**src/logic/stepper_pkg.sv**
```systemverilog
// Notes on behaviour
// - peak current is full scale times ratio over 100; ratio 0..120, default 70.
// - equalization 0 off, 1 on; new value taken only while the motor is stopped.
// - automatic resynchronisation forces equalization off.
// - reduction set to 1 lowers current about 80 ms after a run ends at standstill.
// - reduced current is full scale times ratio over 100 times reduction over 100.
// - window codes 0..5 mean 0.9 to 9.0 degrees; exceeding raises sync-loss.
// - reaction 17 means no encoder: no sync-loss, window ignored.
// - with resynchronisation on, the 32-bit window value replaces the window code.
// - any following-error alarm sets status bit 13 in every mode.
// - reaction 0 stops the motor, bit 10 on stop, bit 13 held to next run.
// - reaction 1 keeps running; bit 10 set once all commanded steps are issued.
// - reaction 1 holds bit 13 until reset command 1 or 2 or current removal.
// - reaction 1 with resynchronisation clears bit 13 when positions match again.
// - reaction 2 coasts with current off, status 0x201F, new targets ignored.
// - reaction 2 enters fault 0x1218 when the motor stops; remote bit 9 set.
// - reaction 0x11: no alarm, actual equals command, bit 13 zero, written below enabled.
// - reset 1 clears bit 13; without resynchronisation it also sets the encoder offset so actual equals command.
// - reaction 0 or 2 clears bit 13 on current off or a new move.
// - reset commands ignored unless operation enabled with current, and always ignored with reaction 0x11.
// - reset 2 loads the step counter into actual position, only when counts are 400.
package stepper_pkg;
	typedef logic [15:0] addr_t;
	typedef logic [15:0] word_t;
	localparam addr_t ADDR_RATIO    = 16'h0438;
	localparam addr_t ADDR_STEPREV  = 16'h0439;
	localparam addr_t ADDR_EQ       = 16'h043A;
	localparam addr_t ADDR_REDUCE   = 16'h043B;
	localparam addr_t ADDR_WIN      = 16'h043C;
	localparam addr_t ADDR_REACT    = 16'h043D;
	localparam addr_t ADDR_CLR      = 16'h043E;
	localparam addr_t ADDR_SYNC_EN  = 16'h0454;
	localparam addr_t ADDR_SYNC_WL  = 16'h0456;
	localparam addr_t ADDR_SYNC_WH  = 16'h0457;
	localparam addr_t ADDR_RED_PCT  = 16'h0458;
	localparam addr_t ADDR_FULLSCL  = 16'h045D;
	localparam addr_t ADDR_CPR      = 16'h0461;
	localparam logic [7:0]  RATIO_RST   = 8'h46;
	localparam logic [7:0]  RATIO_MAX   = 8'h78;
	localparam logic [15:0] STEPREV_RST = 16'h3200;
	localparam logic [7:0]  REDUCE_RST  = 8'h01;
	localparam logic [7:0]  WIN_RST     = 8'h03;
	localparam logic [7:0]  WIN_MAX     = 8'h05;
	localparam logic [31:0] SYNC_W_RST  = 32'h0000_7D00;
	localparam logic [15:0] RED_PCT_RST = 16'h0032;
	localparam logic [15:0] RED_PCT_MAX = 16'h0064;
	localparam logic [15:0] CPR_RST     = 16'h0190;
	localparam logic [15:0] CPR_REQ_LD  = 16'h0190;
	localparam logic [15:0] CPR_MIN     = 16'h0190;
	localparam logic [15:0] CPR_MAX     = 16'h0FA0;
	localparam logic [7:0] RC_STOP  = 8'h00;
	localparam logic [7:0] RC_KEEP  = 8'h01;
	localparam logic [7:0] RC_COAST = 8'h02;
	localparam logic [7:0] RC_NOENC = 8'h11;
	localparam logic [7:0] CLR_OFFSET = 8'h01;
	localparam logic [7:0] CLR_LOAD   = 8'h02;
	localparam int BIT_REMOTE = 9;
	localparam int BIT_TREACH = 10;
	localparam int BIT_B12    = 12;
	localparam int BIT_LAG    = 13;
	localparam word_t SW_COAST      = 16'h201F;
	localparam word_t SW_FAULT      = 16'h1218;
	localparam word_t CW_FAULT_RST  = 16'h0080;
	localparam logic [15:0] PCT_DIV = 16'h0064;
	// window step is 0.9 degree, i.e. counts per turn over 400
	localparam logic [15:0] WIN_STEPS_PER_TURN = 16'h0190;
	localparam logic [3:0] WIN_MULT [0:5] = '{4'h1, 4'h2, 4'h4, 4'h6, 4'h8, 4'hA};
	localparam int REDUCE_DELAY_MS = 80;
	localparam int CLK_HZ          = 20_000_000;
	localparam int REDUCE_CYCLES_DFLT = REDUCE_DELAY_MS * (CLK_HZ / 1000);
	typedef enum logic [1:0] {
		ST_IDLE  = 2'b00,
		ST_DECEL = 2'b01,
		ST_COAST = 2'b11,
		ST_FAULT = 2'b10
	} lag_state_t;
endpackage

```
**src/logic/lag_if.sv**
```systemverilog
`timescale 1ns/1ps
`default_nettype none
// position data from the controller to the window checker
interface lag_if;
	logic [31:0] actual_pos;
	logic [31:0] cmd_pos;
	logic [31:0] sync_win;
	logic [15:0] encoder_counts_per_turn;
	logic [7:0]  win_code;
	logic        sync_en;
	logic        trip;
	logic        in_sync;
	modport mon (input actual_pos, cmd_pos, sync_win, encoder_counts_per_turn, win_code, sync_en, output trip, in_sync);
	modport ctl (output actual_pos, cmd_pos, sync_win, encoder_counts_per_turn, win_code, sync_en, input trip, in_sync);
endinterface
`default_nettype wire

```
**src/logic/current_scaler.sv**
```systemverilog
`timescale 1ns/1ps
`default_nettype none
module current_scaler (
	// settings
	input  wire logic [15:0] full_scale,
	input  wire logic [7:0]  ratio_pct,
	input  wire logic [15:0] reduce_pct,
	// results
	output logic      [15:0] run_current,
	output logic      [15:0] idle_current
);
	import stepper_pkg::*;
	logic [31:0] run_w;
	logic [31:0] idle_w;

	// divide late to keep rounding loss to one step
	always_comb begin
		run_w = (32'(full_scale) * 32'(ratio_pct)) / 32'(PCT_DIV);
		idle_w = (32'(full_scale) * 32'(ratio_pct) * 32'(reduce_pct))
			/ (32'(PCT_DIV) * 32'(PCT_DIV));
		run_current = run_w[15:0];
		idle_current = idle_w[15:0];
	end
endmodule
`default_nettype wire

```
**src/logic/lag_monitor.sv**
```systemverilog
`timescale 1ns/1ps
`default_nettype none
module lag_monitor (
	lag_if.mon p
);
	import stepper_pkg::*;
	logic signed [32:0] diff;
	logic [32:0] mag;
	logic [47:0] lhs;
	logic [47:0] rhs;
	logic [2:0]  sel;

	// compare mag*400 against cpr*k so no divider is needed
	always_comb begin
		diff = $signed({p.actual_pos[31], p.actual_pos}) - $signed({p.cmd_pos[31], p.cmd_pos});
		mag = diff[32] ? 33'(-diff) : 33'(diff);
		sel = (p.win_code > WIN_MAX) ? WIN_MAX[2:0] : p.win_code[2:0];
		lhs = 48'(mag) * 48'(WIN_STEPS_PER_TURN);
		rhs = 48'(p.encoder_counts_per_turn) * 48'(WIN_MULT[sel]);
		if (p.sync_en) begin
			p.trip = mag > {1'b0, p.sync_win};
		end else begin
			p.trip = lhs > rhs;
		end
		p.in_sync = (mag == 33'h0);
	end
endmodule
`default_nettype wire

```
**src/logic/stepper_current_and_following_error.sv**
```systemverilog
`timescale 1ns/1ps
`default_nettype none
module stepper_current_and_following_error #(
	parameter int unsigned REDUCE_CYCLES = stepper_pkg::REDUCE_CYCLES_DFLT
) (
	// clock and reset
	input  wire logic               clk,
	input  wire logic               rst_n,
	// register port
	input  wire stepper_pkg::addr_t reg_addr,
	input  wire logic               reg_wr,
	input  wire stepper_pkg::word_t reg_wdata,
	input  wire logic               reg_rd,
	output logic      [15:0]        reg_rdata_ff,
	// drive state and motion
	input  wire logic               op_enabled,
	input  wire logic               current_on,
	input  wire logic               motor_running,
	input  wire logic               run_start,
	input  wire logic               run_has_ramp,
	input  wire logic               steps_done,
	input  wire stepper_pkg::word_t control_word,
	input  wire stepper_pkg::word_t base_status,
	input  wire logic [15:0]        full_scale_current,
	// positions
	input  wire logic [31:0]        enc_pos,
	input  wire logic [31:0]        cmd_pos,
	input  wire logic [31:0]        step_count,
	// outputs
	output logic [15:0]             phase_current_ff,
	output logic                    equalize_on_ff,
	output logic                    decel_stop_ff,
	output logic                    halt_now_ff,
	output logic                    coast_off_ff,
	output logic                    ignore_target_ff,
	output logic [31:0]             actual_pos_ff,
	output logic [15:0]             status_word_ff
);
	import stepper_pkg::*;

	logic [7:0]  ratio_ff;
	logic [15:0] steprev_ff;
	logic [7:0]  eq_ff;
	logic [7:0]  reduce_ff;
	logic [7:0]  win_ff;
	logic [7:0]  react_ff;
	logic [7:0]  clr_cmd_ff;
	logic        sync_en_ff;
	logic [31:0] sync_win_ff;
	logic [15:0] red_pct_ff;
	logic [15:0] cpr_ff;
	logic [31:0] offset_ff;
	logic        lag_ff;
	logic        treach_ff;
	logic        run_q_ff;
	logic        cur_q_ff;
	logic        reduced_ff;
	logic [23:0] idle_cnt_ff;
	lag_state_t  state_ff;
	lag_state_t  nxt_state;
	logic [15:0] run_cur;
	logic [15:0] idle_cur;
	logic        wr_hit;
	logic        clr_go;
	logic        trip_ev;
	logic        cur_drop;
	logic        run_end;
	logic        no_enc;

	lag_if lif ();

	assign no_enc   = (react_ff == RC_NOENC);
	assign cur_drop = cur_q_ff & ~current_on;
	assign run_end  = run_q_ff & ~motor_running;
	assign wr_hit   = reg_wr;
	// reset command only in operation enabled with current, never without encoder
	assign clr_go = wr_hit & (reg_addr == ADDR_CLR)
		& ((reg_wdata[7:0] == CLR_OFFSET) | (reg_wdata[7:0] == CLR_LOAD))
		& op_enabled & current_on & ~no_enc;
	// sync-loss only counts while the motor is powered and the encoder used
	assign trip_ev = lif.trip & ~no_enc & current_on & (state_ff == ST_IDLE);

	assign lif.actual_pos = enc_pos - offset_ff; // same-cycle positions; the registered copy lags a count while moving
	assign lif.cmd_pos    = cmd_pos;
	assign lif.sync_win   = sync_win_ff;
	assign lif.encoder_counts_per_turn        = cpr_ff;
	assign lif.win_code   = win_ff;
	assign lif.sync_en    = sync_en_ff;

	lag_monitor u_mon (
		.p (lif.mon)
	);

	current_scaler u_scl (
		.full_scale   (full_scale_current),
		.ratio_pct    (ratio_ff),
		.reduce_pct   (red_pct_ff),
		.run_current  (run_cur),
		.idle_current (idle_cur)
	);

	// settings registers; out-of-range values are dropped, old value kept; sync enable takes bit 0 of any value
	always_ff @(posedge clk) begin
		if (!rst_n) begin
			ratio_ff    <= RATIO_RST;
			steprev_ff  <= STEPREV_RST;
			eq_ff       <= 8'h00;
			reduce_ff   <= REDUCE_RST;
			win_ff      <= WIN_RST;
			react_ff    <= RC_STOP;
			sync_en_ff  <= 1'b0;
			sync_win_ff <= SYNC_W_RST;
			red_pct_ff  <= RED_PCT_RST;
			cpr_ff      <= CPR_RST;
		end else if (wr_hit) begin
			case (reg_addr)
				ADDR_RATIO: begin
					if (reg_wdata <= 16'(RATIO_MAX)) ratio_ff <= reg_wdata[7:0];
				end
				ADDR_STEPREV: begin
					if (reg_wdata == STEPREV_RST) steprev_ff <= reg_wdata;
				end
				ADDR_EQ: begin
					if (!motor_running && reg_wdata <= 16'h0001) eq_ff <= reg_wdata[7:0];
				end
				ADDR_REDUCE: begin
					if (reg_wdata <= 16'h0001) reduce_ff <= reg_wdata[7:0];
				end
				ADDR_WIN: begin
					if (reg_wdata <= 16'(WIN_MAX)) win_ff <= reg_wdata[7:0];
				end
				ADDR_REACT: begin
					if (reg_wdata == 16'(RC_NOENC)) begin
						if (!op_enabled) react_ff <= RC_NOENC;
					end else if (reg_wdata <= 16'(RC_COAST)) begin
						react_ff <= reg_wdata[7:0];
					end
				end
				ADDR_SYNC_EN: sync_en_ff <= reg_wdata[0];
				ADDR_SYNC_WL: sync_win_ff[15:0] <= reg_wdata;
				ADDR_SYNC_WH: sync_win_ff[31:16] <= reg_wdata;
				ADDR_RED_PCT: begin
					if (reg_wdata <= RED_PCT_MAX) red_pct_ff <= reg_wdata;
				end
				ADDR_CPR: begin
					if (reg_wdata >= CPR_MIN && reg_wdata <= CPR_MAX) cpr_ff <= reg_wdata;
				end
				default: ;
			endcase
		end
	end

	// reset register keeps what the host wrote; host must put 0 back itself
	always_ff @(posedge clk) begin
		if (!rst_n) begin
			clr_cmd_ff <= 8'h00;
		end else if (wr_hit && reg_addr == ADDR_CLR && reg_wdata <= 16'(CLR_LOAD)) begin
			clr_cmd_ff <= reg_wdata[7:0];
		end
	end

	// encoder offset; reset command realigns actual to command or to step count
	always_ff @(posedge clk) begin
		if (!rst_n) begin
			offset_ff <= 32'h0000_0000;
		end else if (clr_go) begin
			if (reg_wdata[7:0] == CLR_OFFSET && !sync_en_ff) begin
				offset_ff <= enc_pos - cmd_pos;
			end else if (reg_wdata[7:0] == CLR_LOAD && cpr_ff == CPR_REQ_LD) begin
				offset_ff <= enc_pos - step_count;
			end
		end
	end

	// without encoder the reported position is the command itself
	always_ff @(posedge clk) begin
		if (!rst_n) begin
			actual_pos_ff <= 32'h0000_0000;
		end else if (no_enc) begin
			actual_pos_ff <= cmd_pos;
		end else begin
			actual_pos_ff <= enc_pos - offset_ff;
		end
	end

	// edge history for run end and current removal
	always_ff @(posedge clk) begin
		if (!rst_n) begin
			run_q_ff <= 1'b0;
			cur_q_ff <= 1'b0;
		end else begin
			run_q_ff <= motor_running;
			cur_q_ff <= current_on;
		end
	end

	// following-error flag; a new alarm wins over any clear in the same cycle
	always_ff @(posedge clk) begin
		if (!rst_n) begin
			lag_ff <= 1'b0;
		end else if (no_enc) begin
			lag_ff <= 1'b0;
		end else if (trip_ev) begin
			lag_ff <= 1'b1;
		end else if (clr_go && (reg_wdata[7:0] == CLR_OFFSET || cpr_ff == CPR_REQ_LD)) begin
			lag_ff <= 1'b0;
		end else if (cur_drop || state_ff == ST_FAULT) begin
			lag_ff <= 1'b0;
		end else if (react_ff != RC_KEEP && run_start && state_ff == ST_IDLE) begin
			lag_ff <= 1'b0;
		end else if (react_ff == RC_KEEP && sync_en_ff && lif.in_sync) begin
			lag_ff <= 1'b0;
		end
	end

	// reaction sequencer
	always_comb begin
		nxt_state = state_ff;
		case (state_ff)
			ST_IDLE: begin
				if (trip_ev && react_ff == RC_STOP) nxt_state = ST_DECEL;
				else if (trip_ev && react_ff == RC_COAST) nxt_state = ST_COAST;
			end
			ST_DECEL: begin
				if (!motor_running) nxt_state = ST_IDLE;
			end
			ST_COAST: begin
				if (!motor_running) nxt_state = ST_FAULT;
			end
			ST_FAULT: begin
				if (control_word == CW_FAULT_RST) nxt_state = ST_IDLE;
			end
			default: nxt_state = ST_IDLE;
		endcase
	end

	always_ff @(posedge clk) begin
		if (!rst_n) state_ff <= ST_IDLE;
		else state_ff <= nxt_state;
	end

	// stop requests: ramp run decelerates, ramp-less run halts at once
	always_ff @(posedge clk) begin
		if (!rst_n) begin
			decel_stop_ff    <= 1'b0;
			halt_now_ff      <= 1'b0;
			coast_off_ff     <= 1'b0;
			ignore_target_ff <= 1'b0;
		end else begin
			decel_stop_ff    <= (nxt_state == ST_DECEL) & run_has_ramp;
			halt_now_ff      <= (nxt_state == ST_DECEL) & ~run_has_ramp;
			coast_off_ff     <= (nxt_state == ST_COAST) | (nxt_state == ST_FAULT);
			ignore_target_ff <= (nxt_state == ST_COAST);
		end
	end

	// target reached: on stop after an error, else when all steps are issued
	always_ff @(posedge clk) begin
		if (!rst_n) begin
			treach_ff <= 1'b0;
		end else if (state_ff == ST_DECEL && !motor_running) begin
			treach_ff <= 1'b1;
		end else if (steps_done && state_ff == ST_IDLE) begin
			treach_ff <= 1'b1;
		end else if (run_start && state_ff == ST_IDLE) begin
			treach_ff <= 1'b0;
		end
	end

	// standstill timer; long count is a parameter so simulation can shorten it
	always_ff @(posedge clk) begin
		if (!rst_n) begin
			idle_cnt_ff <= 24'h00_0000;
			reduced_ff  <= 1'b0;
		end else if (motor_running || reduce_ff != REDUCE_RST) begin
			idle_cnt_ff <= 24'h00_0000;
			reduced_ff  <= 1'b0;
		end else if (run_end) begin
			idle_cnt_ff <= 24'h00_0001;
		end else if (idle_cnt_ff != 24'h00_0000 && !reduced_ff) begin
			if (idle_cnt_ff >= 24'(REDUCE_CYCLES)) begin
				reduced_ff <= 1'b1;
			end else begin
				idle_cnt_ff <= idle_cnt_ff + 24'h00_0001;
			end
		end
	end

	// winding current; forced to zero while coasting or in fault
	always_ff @(posedge clk) begin
		if (!rst_n) begin
			phase_current_ff <= 16'h0000;
		end else if (coast_off_ff) begin
			phase_current_ff <= 16'h0000;
		end else if (reduced_ff) begin
			phase_current_ff <= idle_cur;
		end else begin
			phase_current_ff <= run_cur;
		end
	end

	// resynchronisation overrides the equalization setting
	always_ff @(posedge clk) begin
		if (!rst_n) equalize_on_ff <= 1'b0;
		else equalize_on_ff <= eq_ff[0] & ~sync_en_ff;
	end

	// status word: fixed codes in coast and fault, else drive bits plus ours
	always_ff @(posedge clk) begin
		if (!rst_n) begin
			status_word_ff <= 16'h0000;
		end else if (state_ff == ST_COAST) begin
			status_word_ff <= SW_COAST;
		end else if (state_ff == ST_FAULT) begin
			status_word_ff <= SW_FAULT;
		end else begin
			status_word_ff <= base_status;
			status_word_ff[BIT_TREACH] <= treach_ff;
			status_word_ff[BIT_LAG] <= lag_ff & ~no_enc;
		end
	end

	// read data one cycle after the strobe; unmapped reads give zero
	always_ff @(posedge clk) begin
		if (!rst_n) begin
			reg_rdata_ff <= 16'h0000;
		end else if (reg_rd) begin
			case (reg_addr)
				ADDR_RATIO:   reg_rdata_ff <= {8'h00, ratio_ff};
				ADDR_STEPREV: reg_rdata_ff <= steprev_ff;
				ADDR_EQ:      reg_rdata_ff <= {8'h00, eq_ff};
				ADDR_REDUCE:  reg_rdata_ff <= {8'h00, reduce_ff};
				ADDR_WIN:     reg_rdata_ff <= {8'h00, win_ff};
				ADDR_REACT:   reg_rdata_ff <= {8'h00, react_ff};
				ADDR_CLR:     reg_rdata_ff <= {8'h00, clr_cmd_ff};
				ADDR_SYNC_EN: reg_rdata_ff <= {15'h0000, sync_en_ff};
				ADDR_SYNC_WL: reg_rdata_ff <= sync_win_ff[15:0];
				ADDR_SYNC_WH: reg_rdata_ff <= sync_win_ff[31:16];
				ADDR_RED_PCT: reg_rdata_ff <= red_pct_ff;
				ADDR_FULLSCL: reg_rdata_ff <= full_scale_current;
				ADDR_CPR:     reg_rdata_ff <= cpr_ff;
				default:      reg_rdata_ff <= 16'h0000;
			endcase
		end
	end
endmodule
`default_nettype wire

```
**config.mk**
```make
export PLATFORM = sky130hd
export DESIGN_NAME = stepper_current_and_following_error
export DESIGN_NICKNAME = d
export VERILOG_FILES = /design/src/logic/stepper_pkg.sv /design/src/logic/lag_if.sv /design/src/logic/current_scaler.sv /design/src/logic/lag_monitor.sv /design/src/logic/stepper_current_and_following_error.sv
export SDC_FILE = /design/constraint.sdc
export NUM_CORES = 2
export LEC_CHECK = 0
export BUFFER_PORTS_ARGS = -buffer_cell sky130_fd_sc_hd__buf_2
export CORE_MARGIN = 1
export CORE_UTILIZATION = 58
export DETAILED_ROUTE_END_ITERATION = 8
export PLACE_DENSITY = 0.77
export SYNTH_ARGS = -nofsm -noshare
export SYNTH_HDL_FRONTEND = slang
export SYNTH_SLANG_ARGS = --single-unit
export TNS_END_PERCENT = 50
```
**constraint.sdc**
```tcl
create_clock -name clk -period 28.7 [get_ports clk]
set_clock_uncertainty 0.2 [all_clocks]
set_input_delay 2.87 -clock clk [delete_from_list [all_inputs] [get_ports clk]]
set_output_delay 2.87 -clock clk [all_outputs]
set_load 0.02 [all_outputs]
```
==> Word level (Yosys, flattened, before mapping) <==
Memory sizes are Yosys's and may differ from the RTL's.
Index checks and enable logic that the tools add are counted.
{ "word_totals": {"register_bits": 277, "rom_bits": 32, "inputBits": 186, "output_inout_bits": 85, "wordCells": 199, "memories": 1} }
{ "op_classes": {"add_sub_neg": 6, "mul": 4, "div": 2, "magnitude_cmp": 12, "n_eq_ne": 32, "mux": 32, "bitwise_logic": 25, "reduce_logical": 53} }
{ "mem_list": {"columns": ["name", "depth", "word_bits", "read_ports", "rd_clocked_by_memory_dff", "wr", "line", "source"], "rows": [
  ["(name not given)", 8, 4, 1, 0, 0, "lag_monitor.sv:19", "rhs = 48'(p.encoder_counts_per_turn) * 48'(WIN_MULT[sel]);"]
]} }
{ "op_table": {"columns": ["operator", "n"], "rows": [
  ["$eq A16 B11 Y1 const B", 13],
  ["$pmux W16 S13", 1],
  ["$mux W32", 3],
  ["$sub A32 B32 Y32", 3],
  ["$gt A42 B20 Y1", 1],
  ["$mul A33 B5 Y38 const B", 1],
  ["$gt A33 B32 Y1", 1],
  ["$logic_not A33 Y1", 1],
  ["$mux W33", 1],
  ["$neg A33 Y33", 1],
  ["$sub A32 B32 Y33", 1],
  ["$div A24 B7 Y32 const B", 1],
  ["$div A32 B14 Y32 const B", 1],
  ["$le A16 B7 Y1 const B", 2],
  ["$mul A24 B16 Y32", 1],
  ["$mux W14", 2],
  ["$add A24 B1 Y24 const B", 1],
  ["$ge A24 B21 Y1 const B", 1],
  ["$mul A16 B8 Y24", 1],
  ["$mux W8", 3],
  ["$reduce_and A3 Y1", 8],
  ["$reduce_bool A24 Y1", 1],
  ["$mul A16 B4 Y20", 1],
  ["$logic_and A1 B1 Y1", 17],
  ["other kinds (39)", 99]
]} }

==> Logic depth before layout (Yosys ltp) <==
{ "depth": {"ltp_word": 18, "depth_mapped": 108, "depth_no_buf": 93} }

==> By module <==
From an unflattened synthesis, not the netlist that was laid out.
{ "hier_totals": {"cells_unflattened": 6335, "hier_area_um2": 49532.5} }
{ "by_module_without_submodules": {"columns": ["module", "n_inst", "cells_each", "area_per_inst_um2", "seq_area_each_um2"], "rows": [
  ["current_scaler", 1, 3253, 25175.4, 0.0],
  ["stepper_current_and_following_error", 1, 1733, 14417.6, 5525.3],
  ["lag_monitor", 1, 1349, 9939.5, 0.0]
]} }

==> Worst setup path before layout <==
No wires, ideal clock.
{ "synth_path": {"path_type": "input to register", "start": "input full_scale_current[0]", "end": "register phase_current_ff[0]", "setup_time_ns": 0.091, "arrival_ns": 27.445, "t_required_ns": 28.409, "path_slack_ns": 0.964, "path_stages": 99, "n_path_buf": 10, "cell_sequence": "clkbuf_1 -> nand2_1 -> fa_1 -> fa_1 -> inv_1 -> fa_1 -> inv_1 -> fa_1 -> inv_1 -> ha_1 -> a2111oi_0 -> o21a_1 -> o31a_1 -> xnor2_1 -> clkbuf_1 -> clkbuf_1 -> nand2_1 -> fa_1 -> [63 not listed] -> a41oi_1 -> o21ai_2 -> mux2i_1 -> o311a_1 -> nor3_2 -> o21ai_1 -> xnor2_1 -> o2111ai_1 -> a31oi_1 -> a31o_1 -> or3_1 -> a211oi_1 -> a21oi_1 -> nand3b_1 -> o2111ai_1 -> a2111oi_1 -> o21ai_1 -> a311oi_1"} }
{ "synth_between": {"elab_chain_cells": 4, "elab_cells_between_ends": 5, "cone_classes": "2 x mul; 2 x div; 1 x mux"} }
{ "synth_lines": {"columns": ["item", "line", "source"], "rows": [
  ["start, declared", "stepper_current_and_following_error.sv:24", "input wire logic [15:0] full_scale_current,"],
  ["$mul A16 B8 Y24 (*)", "current_scaler.sv:18, current_scaler.sv:19", null],
  ["$mul A24 B16 Y32", "current_scaler.sv:19", "idle_w = (32'(full_scale) * 32'(ratio_pct) * 32'(reduce_pct))"],
  ["$div A32 B14 Y32", "current_scaler.sv:20", "/ (32'(PCT_DIV) * 32'(PCT_DIV));"],
  ["$mux W16 (*)", "stepper_current_and_following_error.sv:295", "end else if (reduced_ff) begin"],
  ["end signal, assigned", "stepper_current_and_following_error.sv:296", "phase_current_ff <= idle_cur;"],
  ["end signal, assigned", "stepper_current_and_following_error.sv:298", "phase_current_ff <= run_cur;"],
  ["end, declared", "stepper_current_and_following_error.sv:30", "output logic [15:0] phase_current_ff,"]
]} }
Every way passes the cells marked *; elsewhere a longest branch is shown, timed or not.
A chain may end at the register's enable or synchronous reset.

==> Final worst setup path <==
{ "layout_path": {"start": "input full_scale_current[1]", "end": "register phase_current_ff[0]"} }
Same word-level chain as after synthesis.

==> results.sh <==
export IMPL_outcome="finished with violations"
export IMPL_violations="design-rule violations"
export IMPL_synth_common_cells="775 x inv_1, 650 x nand2_1, 423 x fa_1"
export IMPL_cts_tree="done"
export IMPL_placedCellCount=7471
export IMPL_clk_pin_slew_worst_paths_ns=0.06
export IMPL_final_cells=7548
export IMPL_synth_cell_types=128
export IMPL_setup_worst_path_end_class="flip-flop"
export IMPL_drc=11
export IMPL_synth_top_cell_area_share_pct=18.1
export IMPL_clock_sinks=277
export IMPL_vias=45700
export IMPL_postSynth_asyncResetShare_pct=0
export IMPL_row_count=103
export IMPL_cp_max_fo=14
export IMPL_period_needed_ns=27.48
export IMPL_dr_pass1_iters=9
export IMPL_wl_per_cell_um=18.8
export IMPL_maxSlewViolCount=0
export IMPL_place_hpwl_um=111000
export IMPL_cts_hold_buffers=0
export IMPL_design_portCount=271
export IMPL_relSlewSlack_pct=11.6
export IMPL_numCtsBuffers=35
export IMPL_numPortBuffers=268
export IMPL_grtUsageTotal_pct=34.3
export IMPL_crit_top_cell="buf_4"
export IMPL_root_buffer="clkbuf_16"
export IMPL_die_w_um=286
export IMPL_synthesis_nets=7007
export IMPL_finalCritPeriodShare_pct=95.7
export IMPL_cp_arrival_ns=27.77
export IMPL_postRouteAntennaNets=0
export IMPL_synth_edf_count=0
export IMPL_crit_family="compound AO/OA/AOI/OAI gates"
export IMPL_ys_seq_area_share_pct=11.8
export IMPL_grt_start_max_net_pins=65
export IMPL_setup_viol=0
export IMPL_syn_cell_area_mm2=0.0468
export IMPL_wirelength_um=142000
export IMPL_yosys_warnings=0
export IMPL_startpoint_type="primary input"
export IMPL_clock_latency_ns=0.59
export IMPL_dieArea_mm2=0.0819
export IMPL_syn_inst=5989
export IMPL_drt_initial_drc_count=3594
export IMPL_yosysMostFrequentCell="inv_1"
export IMPL_grt_pass1_wl_um=229000
export IMPL_routed_via_density=6.05
export IMPL_max_cap_viol_count=0
export IMPL_cts_max_level=2
export IMPL_yosysTopAreaCell="fa_1"
export IMPL_ys_seq_elements=277
export IMPL_max_freq_ghz=0.0364
export IMPL_max_stage_delay_ns=0.57
export IMPL_drive_above_1_share_pct=14.5
export IMPL_cp_buffers_inverters=20
export IMPL_path_class="primary input to flip-flop"
export IMPL_postLayoutCoreUtil_pct=67.2
export IMPL_coreArea_mm2=0.0794
export IMPL_overflow=0
export IMPL_initial_utilization_pct=59.0
export IMPL_synth_ff_type="dfxtp_1"
export IMPL_worst_slew_pin_slew_ns=1.32
export IMPL_hold_class="flip-flop to flip-flop"
export IMPL_critPathRequiredTime_ns=28.99
export IMPL_area_growth_pct=13.9
export IMPL_finalHoldViolations=0
export IMPL_avgSynthCellArea_um2=7.82
export IMPL_cp_slowest_cell="fa_1"
export IMPL_final_nets=7486
export IMPL_grt_pass1_vias=45800
export IMPL_place_gp_congestion=0.977
export IMPL_antenna_found_initial=11
export IMPL_synthTopCellsByArea="fa_1 18%, dfxtp_1 12%, ha_1 11%, inv_1 6.2%, nand2_1 5.2%"
export IMPL_die_h_um=286
export IMPL_clockBufferDepth=3
[path summary, 6_finish.rpt]
check                        start  cells after the start             endpoint  slack [ns]
max          full_scale_current[1]                    103  phase_current_ff[0]        1.22
min reg2reg        idle_cnt_ff[22]                      2      idle_cnt_ff[22]        0.23
max reg2reg            ratio_ff[3]                    102  phase_current_ff[0]        2.90
min                idle_cnt_ff[22]                      2      idle_cnt_ff[22]        0.23
[repair_timing]
action,in CTS,in global routing
endpoints found under the setup margin,0,3
gates resized for setup,0,79
setup buffers,0,10
[worst reg2reg max path: cells and delay by family, from the launching register on]
kind                     cells  cell delay, ns
multiplexers                 2            0.52
flip-flops                   1            0.86
AND/OR/NAND/NOR             21            4.98
buffers and inverters       19            2.42
adder cells (fa/ha/maj)     13            6.16
AO/OA/AOI/OAI               40            9.13
XOR/XNOR                     7            1.50
[cell families (layout without fill, tap and decap cells)]
family | count (synthesis) | count (layout) | synth area share, %
buf+inv | 1016 | 1520 | 8.28
flops | 277 | 277 | 11.8
other cells | 0 | 5 | 0
simple gates | 2029 | 2029 | 21.3
xor+xnor | 367 | 367 | 7.10
mux | 82 | 82 | 1.80
compound gates | 1369 | 1369 | 20.3
fa+ha+maj | 849 | 849 | 29.4
[layout make-up]
type	instances	area (um^2)
fill	6664	26000
inverter	776	2920
sequential	277	5550
tap	1050	1310
clock inverter	14	216
timing repair buffer	682	4470
antenna	5	12.5
multi-input combinational	4696	37800
clock buffer	48	1030
[metrics by stage]
stage          worst slack, ns  area, um^2  hold slack, ns  setup TNS, ns
2_1_floorplan            0.964       46800           0.208              0
3_3_place_gp             0.170       51600           0.214              0
3_5_place_dp            -0.143       51600           0.217         -0.143
4_1_cts                  0.335       52800           0.226              0
5_1_grt                 -0.132       53300           0.235         -0.132
6_report                  1.22       53300           0.227              0
[metal layers]
layer / share of wire [%] / routed length (um) / GRT usage, %
met5: 0.033 / 47 / 0
met3: 7.1 / 10100 / 4.60
met4: 6.9 / 9870 / 21.0
met2: 49 / 69000 / 60.9
met1: 37 / 53000 / 39.0
[cells in the final DEF (no fill, tap or decap), drive strengths merged, types with 32 or more instances in the layout]
| cell | synthesis | final |
|---|---|---|
| inv | 776 | 779 |
| o21ai | 181 | 181 |
| nand3 | 97 | 97 |
| or3 | 38 | 38 |
| a21o | 157 | 157 |
| nor4 | 46 | 46 |
| nor2 | 426 | 426 |
| o21bai | 67 | 67 |
| ha | 409 | 409 |
| a211oi | 56 | 56 |
| o31ai | 32 | 32 |
| nand2b | 61 | 61 |
| and3 | 92 | 92 |
| nand2 | 652 | 652 |
| buf | 38 | 680 |
| and2 | 331 | 331 |
| o211ai | 44 | 44 |
| nand4 | 56 | 56 |
| xor2 | 129 | 129 |
| dfxtp | 277 | 277 |
| clkbuf | 202 | 50 |
| xnor2 | 235 | 235 |
| fa | 423 | 423 |
| a31oi | 52 | 52 |
| nor3 | 109 | 109 |
| mux2i | 66 | 66 |
| a21oi | 414 | 414 |
[flip-flops by register name, indices dropped and copies added (netlist names), 2 cells and up]
register,count
phase_current_ff,16
reduce_ff,8
react_ff,8
state_ff,2
clr_cmd_ff,8
steprev_ff,16
status_word_ff,16
red_pct_ff,16
offset_ff,32
eq_ff,8
reg_rdata_ff,16
lif.sync_win,32
cpr_ff,16
lif.win_code,8
idle_cnt_ff,24
ratio_ff,8
actual_pos_ff,32
Power is not shown: default switching activity piles up to over one toggle a cycle in this logic, so the estimate is an artifact.
